[src/rtl/stp_pkg.sv]
// streaming tape host port: shared constants and carrier types
// assumes one 10 MHz clock and programmed i/o strobes one cycle wide
package stp_pkg;
    localparam logic [5:0] DEV_CODE_FIRST = 6'o60;  // first pio code
    localparam logic [5:0] DEV_CODE_LAST  = 6'o63;  // last pio code
    localparam logic [5:0] DEV_CODE_DMA   = 6'o77;  // data channel code
    localparam int         BYTE_W         = 8;      // bus byte width
    localparam int         FIFO_DEPTH     = 32;     // data buffer depth
    // status word bit positions, numbered from the lsb (lsb is bit 0)
    localparam int         STAT_DIR_POS   = 7;      // direction, 1 = input
    localparam int         STAT_ACK_POS   = 3;      // acknowledge
    localparam int         STAT_EXC_POS   = 1;      // exception
    localparam int         STAT_RDY_POS   = 0;      // ready
    // control word bit positions, numbered from the lsb
    localparam int         CTL_ONLINE_POS = 0;      // go on line
    localparam int         CTL_REQ_POS    = 1;      // raise request
    localparam int         CTL_RST_POS    = 2;      // interface reset
    localparam int         CTL_CMD_POS    = 3;      // send byte from ac
    localparam int         CTL_XFER_POS   = 4;      // data mode, 1 = write
    localparam int         CTL_RUN_POS    = 5;      // enable data channel
    localparam logic [15:0] STATUS_RESET  = 16'h0000; // status idle value
    localparam int         RST_TIME_NS    = 25000;  // interface reset pulse
    localparam int         CLK_PERIOD_NS  = 100;    // i_clock period
    localparam int         RST_CYCLES     =
        (RST_TIME_NS + CLK_PERIOD_NS - 1) / CLK_PERIOD_NS;
    localparam logic [15:0] RST_CNT_INIT  = RST_CYCLES[15:0];

    // one byte with its parity as it crosses the tape bus
    typedef struct packed {
        logic              par;    // odd parity bit
        logic [BYTE_W-1:0] data;   // byte, bit 7 msb
    } stp_byte_s;
endpackage : stp_pkg

[src/rtl/stp_fifo.sv]
// stp_fifo: synchronous first-in first-out buffer with valid/ready
// assumes a single clock; full and empty are honest at every cycle
`timescale 1ns/1ps
`default_nettype none
module stp_fifo #(
    parameter int WIDTH = 9,   // word width
    parameter int DEPTH = 32   // word count, power of two
) (
    input  wire logic             i_clock,    // system clock
    input  wire logic             i_sys_rst,  // async reset, high
    input  wire logic             i_clear,    // flush contents
    input  wire logic [WIDTH-1:0] i_data,     // word to store
    input  wire logic             i_valid,    // word offered
    output logic                  o_ready,    // room for a word
    output logic      [WIDTH-1:0] o_data,     // oldest word
    output logic                  o_valid,    // oldest word present
    input  wire logic             i_ready     // drain side takes it
);
    localparam int AW = $clog2(DEPTH);
    logic [WIDTH-1:0] mem [DEPTH];       // storage array
    logic [AW:0]      wr_ptr;            // write pointer, extra wrap bit
    logic [AW:0]      rd_ptr;            // read pointer, extra wrap bit
    logic             push;              // word accepted
    logic             pop;               // word removed

    // wrap bits differ with equal index means full
    assign o_ready = !((wr_ptr[AW] != rd_ptr[AW]) &&
                       (wr_ptr[AW-1:0] == rd_ptr[AW-1:0]));
    assign o_valid = (wr_ptr != rd_ptr);
    assign push    = i_valid && o_ready;
    assign pop     = i_ready && o_valid;
    assign o_data  = mem[rd_ptr[AW-1:0]];

    // storage has no reset: contents are guarded by the pointers
    always_ff @(posedge i_clock) begin
        if (push) begin
            mem[wr_ptr[AW-1:0]] <= i_data;
        end
    end

    // pointer bookkeeping
    always_ff @(posedge i_clock or posedge i_sys_rst) begin
        if (i_sys_rst) begin
            wr_ptr <= '0;
            rd_ptr <= '0;
        end else if (i_clear) begin
            wr_ptr <= '0;
            rd_ptr <= '0;
        end else begin
            if (push) begin
                wr_ptr <= wr_ptr + 1'b1;
            end
            if (pop) begin
                rd_ptr <= rd_ptr + 1'b1;
            end
        end
    end
endmodule : stp_fifo
`default_nettype wire

[src/rtl/stp_host_port.sv]
// stp_host_port: processor side controller for one streaming tape drive
// assumes pio strobes qualified by a 6-bit device code, a data channel
// that asks for words, and tape bus pins already synchronous to i_clock
`timescale 1ns/1ps
`default_nettype none
module stp_host_port
    import stp_pkg::*;
(
    input  wire logic        i_clock,                // 10 MHz clock
    input  wire logic        i_sys_rst,              // async reset, high
    // processor programmed i/o
    input  wire logic [5:0]  i_dev_code,             // device code
    input  wire logic        i_status_read_instr,    // status read strobe
    input  wire logic        i_control_write_instr,  // control write strobe
    input  wire logic [15:0] i_ac,                   // accumulator out
    output logic      [15:0] o_status,               // status word
    // data channel
    input  wire logic        i_dma_output_transfer,  // word to tape
    input  wire logic        i_dma_input_transfer,   // word from tape
    input  wire logic [7:0]  i_dma_data,             // byte to tape
    output logic      [7:0]  o_dma_data,             // byte from tape
    output logic             o_dma_request,          // channel wanted
    // tape bus, active low; bus pins split into in, out and enable
    input  wire logic [7:0]  i_bus_n,                // bus level in
    output logic      [7:0]  o_bus_n,                // bus drive value
    input  wire logic        i_bus_odd_parity_n,     // parity level in
    output logic             o_bus_odd_parity_n,     // parity drive value
    output logic             o_bus_oe,               // we drive the bus
    output logic             o_online_n,             // on line
    output logic             o_request_n,            // request
    output logic             o_reset_n,              // interface reset
    output logic             o_byte_strobe_n,        // transfer
    input  wire logic        i_ack_n,                // acknowledge
    input  wire logic        i_ready_n,              // ready
    input  wire logic        i_drive_exception_n,    // exception
    input  wire logic        i_direction_n           // low = to host
);
    typedef enum {ST_IDLE, ST_DRIVE, ST_WAIT_ACK, ST_WAIT_REL} stp_state_e;
    stp_state_e state;                 // bus handshake state
    logic       online;                // on line to the drive
    logic       request;               // request held
    logic       write_mode;            // data flows to tape
    logic       run;                   // data channel enabled
    logic [15:0] rst_cnt;              // interface reset countdown
    stp_byte_s  out_byte;              // byte held on the bus
    logic       cmd_pend;              // command byte waiting
    logic [7:0] cmd_byte;              // command byte from ac
    logic       pio_hit;               // instruction aimed at us
    logic       dma_hit;               // channel aimed at us
    logic       ctl_wr;                // control write accepted
    logic       drv_rdy;               // drive ready, true sense
    logic       drv_exc;               // drive exception, true sense
    logic       drv_ack;               // drive ack, true sense
    logic       to_host;               // drive drives the bus
    // fifo plumbing
    stp_byte_s  wf_in;                 // word into the fifo
    logic       wf_in_valid;           // fifo fill strobe
    logic       wf_in_ready;           // fifo has room
    stp_byte_s  wf_out;                // oldest fifo word
    logic       wf_out_valid;          // fifo not empty
    logic       wf_out_ready;          // fifo drain strobe

    // true-sense versions of the active-low lines
    assign drv_rdy = !i_ready_n;
    assign drv_exc = !i_drive_exception_n;
    assign drv_ack = !i_ack_n;
    assign to_host = !i_direction_n;

    // device code decode for pio and the data channel
    assign pio_hit = (i_dev_code >= DEV_CODE_FIRST) &&
                     (i_dev_code <= DEV_CODE_LAST);
    assign dma_hit = (i_dev_code == DEV_CODE_DMA);
    assign ctl_wr  = i_control_write_instr && pio_hit;

    // status word, reserved bits read zero; registered for the data bus
    always_ff @(posedge i_clock or posedge i_sys_rst) begin
        if (i_sys_rst) begin
            o_status <= STATUS_RESET;
        end else if (i_status_read_instr && pio_hit) begin
            o_status <= STATUS_RESET;
            o_status[STAT_DIR_POS] <= to_host;
            o_status[STAT_ACK_POS] <= drv_ack;
            o_status[STAT_EXC_POS] <= drv_exc;
            o_status[STAT_RDY_POS] <= drv_rdy;
        end
    end

    // control bits written by software
    always_ff @(posedge i_clock or posedge i_sys_rst) begin
        if (i_sys_rst) begin
            online     <= 1'b0;
            write_mode <= 1'b0;
            run        <= 1'b0;
        end else if (ctl_wr) begin
            online     <= i_ac[CTL_ONLINE_POS];
            write_mode <= i_ac[CTL_XFER_POS];
            run        <= i_ac[CTL_RUN_POS];
        end
    end

    // request is raised only while the drive shows ready or exception;
    // it drops on the first acknowledge so the drive sees one sequence
    always_ff @(posedge i_clock or posedge i_sys_rst) begin
        if (i_sys_rst) begin
            request <= 1'b0;
        end else if (rst_cnt != 16'h0000) begin
            request <= 1'b0;
        end else if (ctl_wr && i_ac[CTL_REQ_POS] && (drv_rdy || drv_exc)) begin
            request <= 1'b1;
        end else if (drv_ack || (ctl_wr && !i_ac[CTL_REQ_POS])) begin
            request <= 1'b0;
        end
    end

    // interface reset pulse of fixed length; the drive answers it with
    // exception, which software sees in the status word
    always_ff @(posedge i_clock or posedge i_sys_rst) begin
        if (i_sys_rst) begin
            rst_cnt <= 16'h0000;
        end else if (ctl_wr && i_ac[CTL_RST_POS]) begin
            rst_cnt <= RST_CNT_INIT;
        end else if (rst_cnt != 16'h0000) begin
            rst_cnt <= rst_cnt - 16'h0001;
        end
    end

    // a command byte from the accumulator waits for the bus
    always_ff @(posedge i_clock or posedge i_sys_rst) begin
        if (i_sys_rst) begin
            cmd_pend <= 1'b0;
            cmd_byte <= 8'h00;
        end else if (ctl_wr && i_ac[CTL_CMD_POS]) begin
            cmd_pend <= 1'b1;
            cmd_byte <= i_ac[15:8];
        end else if (state == ST_IDLE && cmd_pend && !to_host &&
                     rst_cnt == 16'h0000) begin
            // held through an interface reset so the byte is not lost
            cmd_pend <= 1'b0;
        end
    end

    // fifo fill side: outgoing words from the channel, incoming bytes
    // from the tape bus; the channel only asks while there is room
    always_comb begin
        wf_in       = '0;
        wf_in_valid = 1'b0;
        if (write_mode) begin
            wf_in.data  = i_dma_data;
            wf_in.par   = ~^i_dma_data;
            wf_in_valid = i_dma_output_transfer && dma_hit;
        end else begin
            wf_in.data  = ~i_bus_n;
            wf_in.par   = ~i_bus_odd_parity_n;
            wf_in_valid = to_host && drv_ack && state == ST_IDLE && run;
        end
    end

    // fifo drain side
    always_comb begin
        if (write_mode) begin
            wf_out_ready = (state == ST_IDLE) && !cmd_pend && run &&
                           !to_host && (rst_cnt == 16'h0000);
        end else begin
            wf_out_ready = i_dma_input_transfer && dma_hit;
        end
    end

    // data channel request: room to fill when writing, data when reading
    assign o_dma_request = run && (write_mode ? wf_in_ready : wf_out_valid);

    // byte returned to the channel is captured into a flip-flop
    always_ff @(posedge i_clock or posedge i_sys_rst) begin
        if (i_sys_rst) begin
            o_dma_data <= 8'h00;
        end else if (!write_mode && wf_out_ready && wf_out_valid) begin
            o_dma_data <= wf_out.data;
        end
    end

    // outgoing handshake: set bus, strobe, hold until ack, wait release
    always_ff @(posedge i_clock or posedge i_sys_rst) begin
        if (i_sys_rst) begin
            state    <= ST_IDLE;
            out_byte <= '0;
        end else if (rst_cnt != 16'h0000) begin
            state    <= ST_IDLE;
        end else begin
            case (state)
                ST_IDLE: begin
                    if (cmd_pend && !to_host) begin
                        out_byte.data <= cmd_byte;
                        out_byte.par  <= ~^cmd_byte;
                        state         <= ST_DRIVE;
                    end else if (write_mode && wf_out_ready &&
                                 wf_out_valid) begin
                        // a channel pop in read mode must not start
                        // an outgoing strobe on a bus the drive owns
                        out_byte <= wf_out;
                        state    <= ST_DRIVE;
                    end
                end
                ST_DRIVE: begin
                    state <= ST_WAIT_ACK;  // one cycle of setup
                end
                ST_WAIT_ACK: begin
                    if (drv_ack) begin
                        state <= ST_WAIT_REL;
                    end
                end
                ST_WAIT_REL: begin
                    if (!drv_ack) begin
                        state <= ST_IDLE;
                    end
                end
                default: begin
                    state <= ST_IDLE;
                end
            endcase
        end
    end

    // the byte stays on the bus through the strobe until ack drops
    assign o_bus_oe           = (state != ST_IDLE) && !to_host;
    assign o_bus_n            = ~out_byte.data;
    assign o_bus_odd_parity_n = ~out_byte.par;
    assign o_byte_strobe_n    = !(state == ST_WAIT_ACK);
    assign o_online_n         = !online;
    assign o_request_n        = !request;
    assign o_reset_n          = (rst_cnt == 16'h0000);

    stp_fifo #(
        .WIDTH ($bits(stp_byte_s)),
        .DEPTH (FIFO_DEPTH)
    ) u_fifo (
        .i_clock   (i_clock),
        .i_sys_rst (i_sys_rst),
        .i_clear   (ctl_wr),
        .i_data    (wf_in),
        .i_valid   (wf_in_valid),
        .o_ready   (wf_in_ready),
        .o_data    (wf_out),
        .o_valid   (wf_out_valid),
        .i_ready   (wf_out_ready)
    );
endmodule : stp_host_port
`default_nettype wire

[config.mk]
export PLATFORM = sky130hd
export DESIGN_NAME = stp_host_port
export DESIGN_NICKNAME = d
export VERILOG_FILES = /design/src/rtl/stp_pkg.sv /design/src/rtl/stp_fifo.sv /design/src/rtl/stp_host_port.sv
export SDC_FILE = /design/constraint.sdc
export NUM_CORES = 1
export LEC_CHECK = 0
export BUFFER_PORTS_ARGS = -buffer_cell sky130_fd_sc_hd__buf_2
export CORE_ASPECT_RATIO = 0.5
export CORE_MARGIN = 5
export CORE_UTILIZATION = 55
export DETAILED_ROUTE_END_ITERATION = 8
export GPL_TIMING_DRIVEN = 0
export PLACE_DENSITY = 0.84
export SYNTH_ARGS = -nofsm -noshare
export SYNTH_HDL_FRONTEND = slang
export SYNTH_SLANG_ARGS = --single-unit
[constraint.sdc]
create_clock -name i_clock -period 2.85 [get_ports i_clock]
set_input_delay 0.4275 -clock i_clock [delete_from_list [all_inputs] [get_ports i_clock]]
set_output_delay 0.4275 -clock i_clock [all_outputs]
set_load 0.005 [all_outputs]
# After elaboration in Yosys (flattened, before gate mapping)
# Memories as Yosys holds them, arrays and structs flattened.
# Index checks and enable logic that the tools add are counted.
word_totals:
  elab_cells: 119
  reg_bits: 94
  mem_bits_rw: 288
  memories: 1
  input_bits: 49
memory_table:
  columns: ["name", "depth", "word_bits", "read_ports", "rd_ports_with_merged_regs", "wr", "line", "source"]
  rows:
  - ["u_fifo.mem", 32, 9, 1, 0, 1, "stp_fifo.sv:20", "logic [WIDTH-1:0] mem [DEPTH];"]
op_classes:
  eq_ne: 11
  magnitude_cmp: 2
  n_reduce_logical: 58
  n_addsub: 3
  bitwise_logic: 5
  mux: 25
op_table:
  columns: ["cell", "n"]
  rows:
  - ["32-bit two-way mux", 5]
  - ["32-bit case mux with 4 select lines", 1]
  - ["32-bit by 2-bit equality test with 1-bit output, second input constant", 2]
  - ["32-bit logical NOT", 2]
  - ["32-bit by 1-bit equality test with 1-bit output, second input constant", 1]
  - ["32-bit by 3-bit equality test with 1-bit output, second input constant", 1]
  - ["16-bit two-way mux", 2]
  - ["32-bit nonzero test", 1]
  - ["1-bit logical AND", 30]
  - ["9-bit two-way mux", 3]
  - ["6-bit two-way mux", 4]
  - ["16-bit logical NOT", 1]
  - ["8-bit NOT", 2]
  - ["16-bit nonzero test", 1]
  - ["8-bit XNOR reduction", 2]
  - ["16-bit by 1-bit subtractor with 16-bit output, second input constant", 1]
  - ["6-bit by 1-bit adder with 6-bit output, second input constant", 2]
  - ["1-bit logical NOT", 11]
  - ["1-bit two-way mux", 10]
  - ["2-bit nonzero test", 5]
  - ["6-bit equality test, second input constant", 1]
  - ["6-bit greater-or-equal comparator, second input constant", 1]
  - ["6-bit <= comparator, second input constant", 1]
  - ["3-bit inequality test, second input constant", 2]
  - ["8 further kinds", 12]

# Depth between registers and ports, before layout
# Gate-level depths: netlist of run 1.
depth:
  ltp_word: 12
  ltp_mapped: 9
  depth_no_buf: 8

# Modules after synthesis
# Synthesis of run 1 repeated with hierarchy kept, for this count alone.
unflattened:
  cells_unflattened: 823
  area_unflattened_um2: 14691.6
modules_own_cells:
  columns: ["module", "seq_area_each_um2", "cells_per_inst", "area_each_um2", "instances"]
  rows:
  - ["stp_fifo", 8948.6, 534, 11845.1, 1]
  - ["stp_host_port", 1301.2, 289, 2846.5, 1]

# Worst setup path before layout of run 1
# OpenSTA, ideal clock, no wires.
synth_path:
  path_kind: "reg2reg"
  from: "register write_mode"
  to: "memory u_fifo.mem[0][7] (data pin)"
  required_time_ns: 2.396
  arrival_time_ns: 2.120
  path_buffers: 2
  setup_ns: 0.454
  path_stages_with_launch: 4
  slack_ns: 0.276
  path_cell_list: "dfrtp_1 -> clkbuf_1 -> clkbuf_1 -> o21ai_0"
synth_between:
  elab_chain_len: 1
synth_rtl:
  columns: ["element", "line", "source"]
  rows:
  - ["start: declaration", "stp_host_port.sv:42", "logic write_mode;"]
  - ["start signal: assignment", "stp_host_port.sv:96", "write_mode <= i_ac[CTL_XFER_POS];"]
  - ["9-bit two-way mux", "stp_host_port.sv:147", "if (write_mode) begin"]
  - ["named net u_fifo.i_data[7]", "stp_fifo.sv:12", "input wire logic [WIDTH-1:0] i_data,"]
  - ["end: declaration", "stp_fifo.sv:20", null]
# The timed path passes the listed nets, and every way through them passes these cells.

# Worst setup path in the final report of run 1
layout_path:
  from: "register u_fifo.rd_ptr[1]"
  to: "register o_dma_data[4]"
layout_between:
  elab_chain_len: 2
  word_cells_on_any_way: 3
  cone_classes: "eq/ne (1); reduce/logical (1); memory (1)"
layout_rtl:
  columns: ["element", "line", "source"]
  rows:
  - ["start: declaration", "stp_fifo.sv:22", "logic [AW:0] rd_ptr;"]
  - ["start signal: assignment", "stp_fifo.sv:54", "rd_ptr <= rd_ptr + 1'b1;"]
  - ["branches (longest 2 deep; another with memory read 32 x 9 bit)", null, null]
  - ["end signal: assignment", "stp_host_port.sv:176", "o_dma_data <= wf_out.data;"]
  - ["end: declaration", "stp_host_port.sv:21", "output logic [7:0] o_dma_data,"]
# Several ways; the timed one is not identified.
# A chain may end at the register's enable or synchronous reset.

==> results.ini, run 1 <==
[clock_network]
cts.sinks = 352
cts_tree = yes
clk_path_buf_depth = 3
cts_buffers = 30
cts-htree-levels = 1
insertion_delay_ns = 0.58
clkTransAtPathRegs_ns = 0.06
cts_root_buffer = clkbuf_16

[setup_path]
ff2ff_setup_slack_ns = 0.03
rr_worst_depth = 8
reg2reg_from = u_fifo.rd_ptr[1]$_DFFE_PP0P_
crit_path_end_kind = flop
crit_end = o_dma_data[4]$_DFFE_PP0P_
path_max_fanout = 10
cp-start-kind = flop
setup.worst_path.start = u_fifo.rd_ptr[1]$_DFFE_PP0P_
crit_required_ns = 3.29
path_class = reg -> reg
arrival_ns = 3.26
r2r-end = o_dma_data[4]$_DFFE_PP0P_

[worst_hold_path]
min_path_type = in -> reg

[floorplanning]
core_area_sq_mm = 0.0265
die-area_sq_mm = 0.0306
core.rowCount = 42
die_x_um = 242
ios = 88
die_h_um = 126
start_util_pct = 56.0

[drt]
vias_per_cell = 6.20
first_pass_iters = 6
wl_per_cell_um = 24.2
detail_route.iter0.violations = 1182
vias = 9328
wirelength_um = 36500
route.detailed.drc = 0
postRouteAntennaNets = 0

[power]
power.density_mw_per_mm2 = 697
p_sw_mw = 3.12
switching_share_pct = 26.1
power_frac_seq_pct = 51.1
internal_power_mw = 8.86
pwr-share-clk_pct = 34.1
peakVddDrop_uv = 578
leakage_nw = 5.80
comb_power_share_pct = 14.7

[global_route]
grt.total_usage_pct = 23.3
grt_max_degree = 44
overflow = 0
grt_pass1_vias = 9378
grt_pass1_wl_um = 55200
antenna_found_initial = 0

[sta]
rsz0062_at_grt = yes
period_minus_slack_ns = 2.82
layout_worst_path_cycle_share_pct = 99.0
max_freq_ghz = 0.355
tightest_slew_ns = 1.05
setup_violations = 0
skew_ns = 0.0276
hold_violations = 0
drv_slew = 0
timing.slew.headroom_pct = 29.5

[synth]
seq_area_frac_synth_pct = 69.0
ys_ff_latch = 352
synth_area_leaders = edfxtp_1 58%, dfrtp_1 11%, mux2i_1 10%
syn_inst = 1003
synth_top_area_share_pct = 58.3
netlist_area_sq_mm = 0.0148
yosys.area.top_type = edfxtp_1
async_flop_share_pct = 18.2
avgSynthCellArea_sq_um = 14.8
yosysUniqueCellTypes = 53
synthFlopType = edfxtp_1
yosysWarnings = 0
synth-edff-count = 288

[placement]
hpwl_um = 23900
gp_congestion = 0.866
placed_cells = 1446
io_buffers = 73

[finish]
antenna_cells = 0
drive_gt1_share_pct = 21.6
layout_common_cells = 288 x edfxtp_1, 148 x mux2i_1, 89 x buf_2, 63 x dfrtp_1, 62 x nand2_1
utilization_pct = 64.9
instances_no_fill = 1504
multi_input_area_sq_mm = 0.00454
final_common_cell = edfxtp_1
final.fill_count = 1738
final_nets = 1186
layout-area-overhead-vs-synth_pct = 15.8
register_area_sq_mm = 0.0103

[run]
maxCapViolations = 0

[run_status]
status = completed

sequential cells by signal, summed over array words and instances (netlist names), 2 cells and up:
signal,flops
cmd_byte,8
o_dma_data,8
o_status,4
out_byte,9
rst_cnt,16
state,2
u_fifo.mem,288
u_fifo.rd_ptr,6
u_fifo.wr_ptr,6
area by class of cell:
class	count	share of cell area, %
sequential	352	59.6
clock buffer	39	4.74
timing repair buffer	83	3.18
inverter	24	0.524
clock inverter	17	0.960
tap	352	2.56
buffer	64	2.00
multi-input combinational	573	26.4
synthesized netlist by cell type (2+ instances only):
cell type  number
o2bb2ai_1       2
a211oi_1        2
buf_2          19
nand3_1        40
inv_1          24
buf_4          13
dfrtp_1        64
ha_1            9
and3_1          2
buf_6           2
clkbuf_1       28
a22oi_1        48
nor4_1          3
nand4_1        12
a2111oi_0       2
or3b_2          2
nor2b_1         5
nor2_1         63
mux4_2          8
nand2_1        66
nand3b_1        4
buf_1           3
mux2i_1       148
nand2b_1        4
a21oi_1        23
xnor2_1        28
xor2_1         14
nor4_2          2
mux2_2         16
edfxtp_1      288
nor3_1          6
o21ai_0        20
or4_1           2
and2_1          5
a31oi_1         2
or3_1           7
critical path, stage by stage, from the launching register on:
cell and delay [ns]:
dfrtp_1 0.36, buf_2 0.27, clkbuf_2 0.32, buf_2 0.42, mux2i_1 0.23, a22oi_1 0.11
nand3_1 0.25, nand4_1 0.34, mux2_2 0.39
cell families (layout without fill, tap and decap cells):
| kind of cell | count (synthesis) | count (layout) | synth area share (%) |
|---|---|---|---|
| buf+inv | 89 | 227 | 2.84 |
| compound gates | 107 | 107 | 4.79 |
| flops | 352 | 352 | 69.0 |
| other cells | 1 | 12 | 0.0253 |
| simple gates | 231 | 231 | 7.65 |
| fa+ha+maj | 9 | 9 | 0.759 |
| xor+xnor | 42 | 42 | 2.48 |
| mux | 172 | 172 | 12.4 |
what timing repair did:
item	4_1_cts	5_1_grt
setup endpoints to repair	295	305
resized for setup	25	60
cloned	0	0
buffers inserted	0	2
hold buffers	1	0
pin swaps	1	4
hold endpoints to repair	21	0
through the flow:
step	worst slack, ns	TNS (ns)	total power, mW	instance area (sq um)	hold WS [ns]
2_1_floorplan	0.276	0	7.20	14900	0.468
3_5_place_dp	-0.234	-27.40	7.88	15900	0.465
6_report	0.0299	0	12.0	17200	0.0775
3_3_place_gp	-1.77	-409.06	7.74	15700	0.458
4_1_cts	-0.187	-17.15	11.9	17000	0.0646
5_1_grt	-0.0293	-0.0988	12.4	17200	0.0774
layer usage:
layer,routed length (um),GRT usage (%)
met5,0,0
met4,1330,7.44
met3,4160,5.46
met2,17400,38.5
met1,13600,31.2
worst min path at each step:
stage	startpoint	to	slack, ns	depth (start not counted)
after global routing	i_drive_exception_n	o_status[1]$_DFFE_PP0P_	0.08	2
final	i_ac[5]	run$_DFFE_PP0N_	0.08	3
after CTS	i_ready_n	o_status[0]$_DFFE_PP0P_	0.06	2
after global placement	o_status[1]$_DFFE_PP0P_	o_status[1]$_DFFE_PP0P_	0.46	2
after detailed placement	o_status[0]$_DFFE_PP0P_	o_status[0]$_DFFE_PP0P_	0.47	2
after floorplan	run$_DFFE_PP0N_	run$_DFFE_PP0N_	0.47	2
power groups by stage:
stage / combinational [mW] / clock [mW] / sequential, mW
floorplan: 1.00 / 0 / 6.20
global placement: 1.48 / 0 / 6.26
detailed placement: 1.66 / 0 / 6.22
CTS: 1.69 / 4.10 / 6.12
global route: 1.90 / 4.34 / 6.14
finish: 1.77 / 4.09 / 6.13
No activity file was read; power rests on OpenSTA's default activity.
==> inputs of run 2 (changes only) <==
--- a/config.mk
+++ b/config.mk
@@ -12,6 +12,7 @@
 export DETAILED_ROUTE_END_ITERATION = 8
 export GPL_TIMING_DRIVEN = 0
 export PLACE_DENSITY = 0.84
+export REMOVE_ABC_BUFFERS = 1
 export SYNTH_ARGS = -nofsm -noshare
 export SYNTH_HDL_FRONTEND = slang
 export SYNTH_SLANG_ARGS = --single-unit
==> run 2 against run 1 <==
Worst hold slack worse by 0.013 ns; sequential power rose by 1%; global-route usage down 2.0 points; largest power group unchanged; final area shrank 0.31%; clock skew is 0.014 ns lower; sequential share of layout area up 0.24 points; flip-flop and latch count unchanged; non-clock buffer count decreased by 55; routed wire length down 4.7%; worst setup slack better by 0.038 ns; register-to-register slack improved by 0.04 ns.
==> results.ini, run 2 (same netlist as run 1, synthesis figures left out) <==
[sta]
drv_slew = 0  ; unchanged
setup-tns-final_ns = 0  ; unchanged
timing.slew.headroom_pct = 41.3  ; +12 points
skew_ns = 0.0141  ; -0.0135 ns
period_minus_slack_ns = 2.78  ; -0.0380 ns
setup_violations = 0  ; unchanged
tightest_slew_ns = 0.880  ; -0.174 ns
max_freq_ghz = 0.359  ; +1.4%
layout_worst_path_cycle_share_pct = 97.6  ; -1.3 points
timing.final.ws_setup_ns = 0.0679  ; +0.0380 ns
hold_violations = 0  ; unchanged

[placement]
pre_cts_ws_ns = -0.682  ; -0.449 ns
io_buffers = 73  ; unchanged
gp_congestion = 0.810  ; -6.4%
hpwl_um = 21600  ; -9.6%

[setup_path]
rr_worst_depth = 7  ; -1
path_class = reg -> reg
crit_path_top_delay_cell = dfrtp_4
crit_path_end_kind = flop
ff2ff_setup_slack_ns = 0.07  ; +0.04 ns
cp_common_cell = buf_16
r2r-end = out_byte[8]$_DFFE_PP0P_
path_cells = buf_16 > buf_16 > mux4_2 > mux2i_2 > o211ai_1 > a31oi_1 > mux2i_1
path_max_fanout = 50  ; +40
arrival_ns = 3.22  ; -0.04 ns
crit_required_ns = 3.29  ; about the same
reg2reg_from = u_fifo.rd_ptr[1]$_DFFE_PP0P_
cp-start-kind = flop
crit_path_max_incr_delay_ns = 0.65  ; +0.23 ns

[floorplanning]
die_h_um = 126  ; unchanged
start_util_pct = 56.0  ; unchanged
core.rowCount = 42  ; unchanged
die_x_um = 242  ; unchanged
ios = 88  ; unchanged
core_area_sq_mm = 0.0265  ; unchanged
die-area_sq_mm = 0.0306  ; unchanged

[finish]
final.fill_count = 1670  ; -3.9%
final_common_cell = edfxtp_1
largest_reg_flops = 288  ; unchanged
layout-area-overhead-vs-synth_pct = 15.5
layout_common_cells = 288 x edfxtp_1, 147 x mux2i_1, 73 x buf_2, 62 x nand2_1, 60 x dfrtp_1
final_nets = 1132  ; -4.6%
antenna_cells = 0  ; unchanged
drive_gt1_share_pct = 21.4  ; -0.21 points

[clock_network]
insertion_delay_ns = 0.57  ; about the same
cts.sinks = 352  ; unchanged
cts_buffers = 30  ; unchanged
cts_tree = yes
cts-htree-levels = 1  ; unchanged
cts_root_buffer = clkbuf_16
clk_path_buf_depth = 3  ; unchanged
clkTransAtPathRegs_ns = 0.07  ; about the same

[drt]
vias = 9003  ; -3.5%
wl_per_cell_um = 24.0  ; -1.2%
wirelength_um = 34700  ; -4.7%
postRouteAntennaNets = 0  ; unchanged
first_pass_iters = 5  ; -1
vias_per_cell = 6.21  ; +0.11%
detail_route.iter0.violations = 1179  ; -0.25%
route.detailed.drc = 0  ; unchanged

[run_status]
status = completed

[power]
peakVddDrop_uv = 469  ; -19%
power.density_mw_per_mm2 = 725  ; +4.0%
leakage_nw = 5.69  ; -1.9%

[global_route]
antenna_found_initial = 0  ; unchanged
grt.total_usage_pct = 21.3  ; -2.0 points
grt_pass1_wl_um = 51000  ; -7.5%
grt_max_degree = 51  ; +16%
overflow = 0  ; unchanged
grt_pass1_vias = 8934  ; -4.7%

[worst_hold_path]
whs_path_depth = 3  ; unchanged
holdPathEnd = write_mode$_DFFE_PP0N_
hp-start = i_ac[4]
min_path_type = in -> reg

[run]
maxCapViolations = 0  ; unchanged

run 2: cell types whose count changed in the layout (fill, tap and decap cells not counted), moves of 4 or more:
cell,previous run,this run
clkbuf_1,27,3
buf_2,89,73
buf_4,15,1
buf_8,2,10
clkbuf_2,7,0
bufinv_16,3,8
o21ai_2,5,9
o21ai_4,4,0
run 2: layout make-up:
type / instances / area, sq um / share of cell area [%]
Clock buffer: 33 / 762 / 4.44
Clock inverter: 23 / 340 / 1.99
Inverter: 24 / 90.1 / 0.526
Tap cell: 352 / 440 / 2.57
Multi-Input combinational cell: 574 / 4550 / 26.5
Sequential cell: 352 / 10300 / 59.8
Timing Repair Buffer: 92 / 699 / 4.08
run 2: per-stage QoR:
step                      hold WS (ns)  util (%)  power, mW  area, sq um  cells
final                           0.0643      64.7       12.4        17100   1450
after global routing            0.0675      64.7       12.8        17100   1450
after CTS                       0.0585      64.1       12.3        17000   1449
after global placement           0.458      58.0       7.70        15400   1374
after detailed placement         0.468      59.1       7.83        15700   1388
after floorplan                  0.468         -       7.19        14600    949
run 2: worst max path at each step:
| stage | endpoint | depth (start not counted) | from | slack [ns] |
|---|---|---|---|---|
| 6_report | out_byte[8]$_DFFE_PP0P_ | 7 | u_fifo.rd_ptr[1]$_DFFE_PP0P_ | 0.07 |
| 5_1_grt | out_byte[8]$_DFFE_PP0P_ | 8 | u_fifo.rd_ptr[1]$_DFFE_PP0P_ | -0.04 |
| 4_1_cts | u_fifo.mem[0][6]$_DFFE_PP_ | 7 | state[0]$_DFFE_PP0P_ | -0.14 |
| 3_5_place_dp | out_byte[3]$_DFFE_PP0P_ | 6 | u_fifo.rd_ptr[0]$_DFFE_PP0P_ | -0.68 |
| 3_3_place_gp | u_fifo.mem[19][6]$_DFFE_PP_ | 5 | u_fifo.rd_ptr[1]$_DFFE_PP0P_ | -5.26 |
| 2_1_floorplan | u_fifo.mem[11][0]$_DFFE_PP_ | 5 | u_fifo.rd_ptr[1]$_DFFE_PP0P_ | -3.35 |
run 2: timing repair:
action                     4_1_cts  5_1_grt
setup endpoints to repair      307      300
resized for setup               41       38
hold endpoints to repair        27        0
pin swaps                        1        0
hold buffers                     1        0
cloned                           1        1
setup buffers                    3        0
run 2: critical path: cells and delay by family, from the launching register on:
| kind | cells | cell delay, ns |
|---|---|---|
| muxes | 3 | 0.97 |
| DFF | 1 | 0.65 |
| buffers and inverters | 2 | 0.58 |
| AOI/OAI and AO/OA | 2 | 0.35 |
run 2: per-layer routing:
layer	track usage (%)	up-vias	wire (um)
met4	6.54	0	1000
met1	29.1	4500	13400
met3	5.17	91	3600
li1	-	3886	-
met5	0	-	0
met2	34.5	526	16700
run 2: power by group:
part	internal, mW	switching (mW)	total (mW)
combinational	0.627	1.05	1.68
clock	2.67	1.87	4.54
sequential	5.94	0.259	6.20
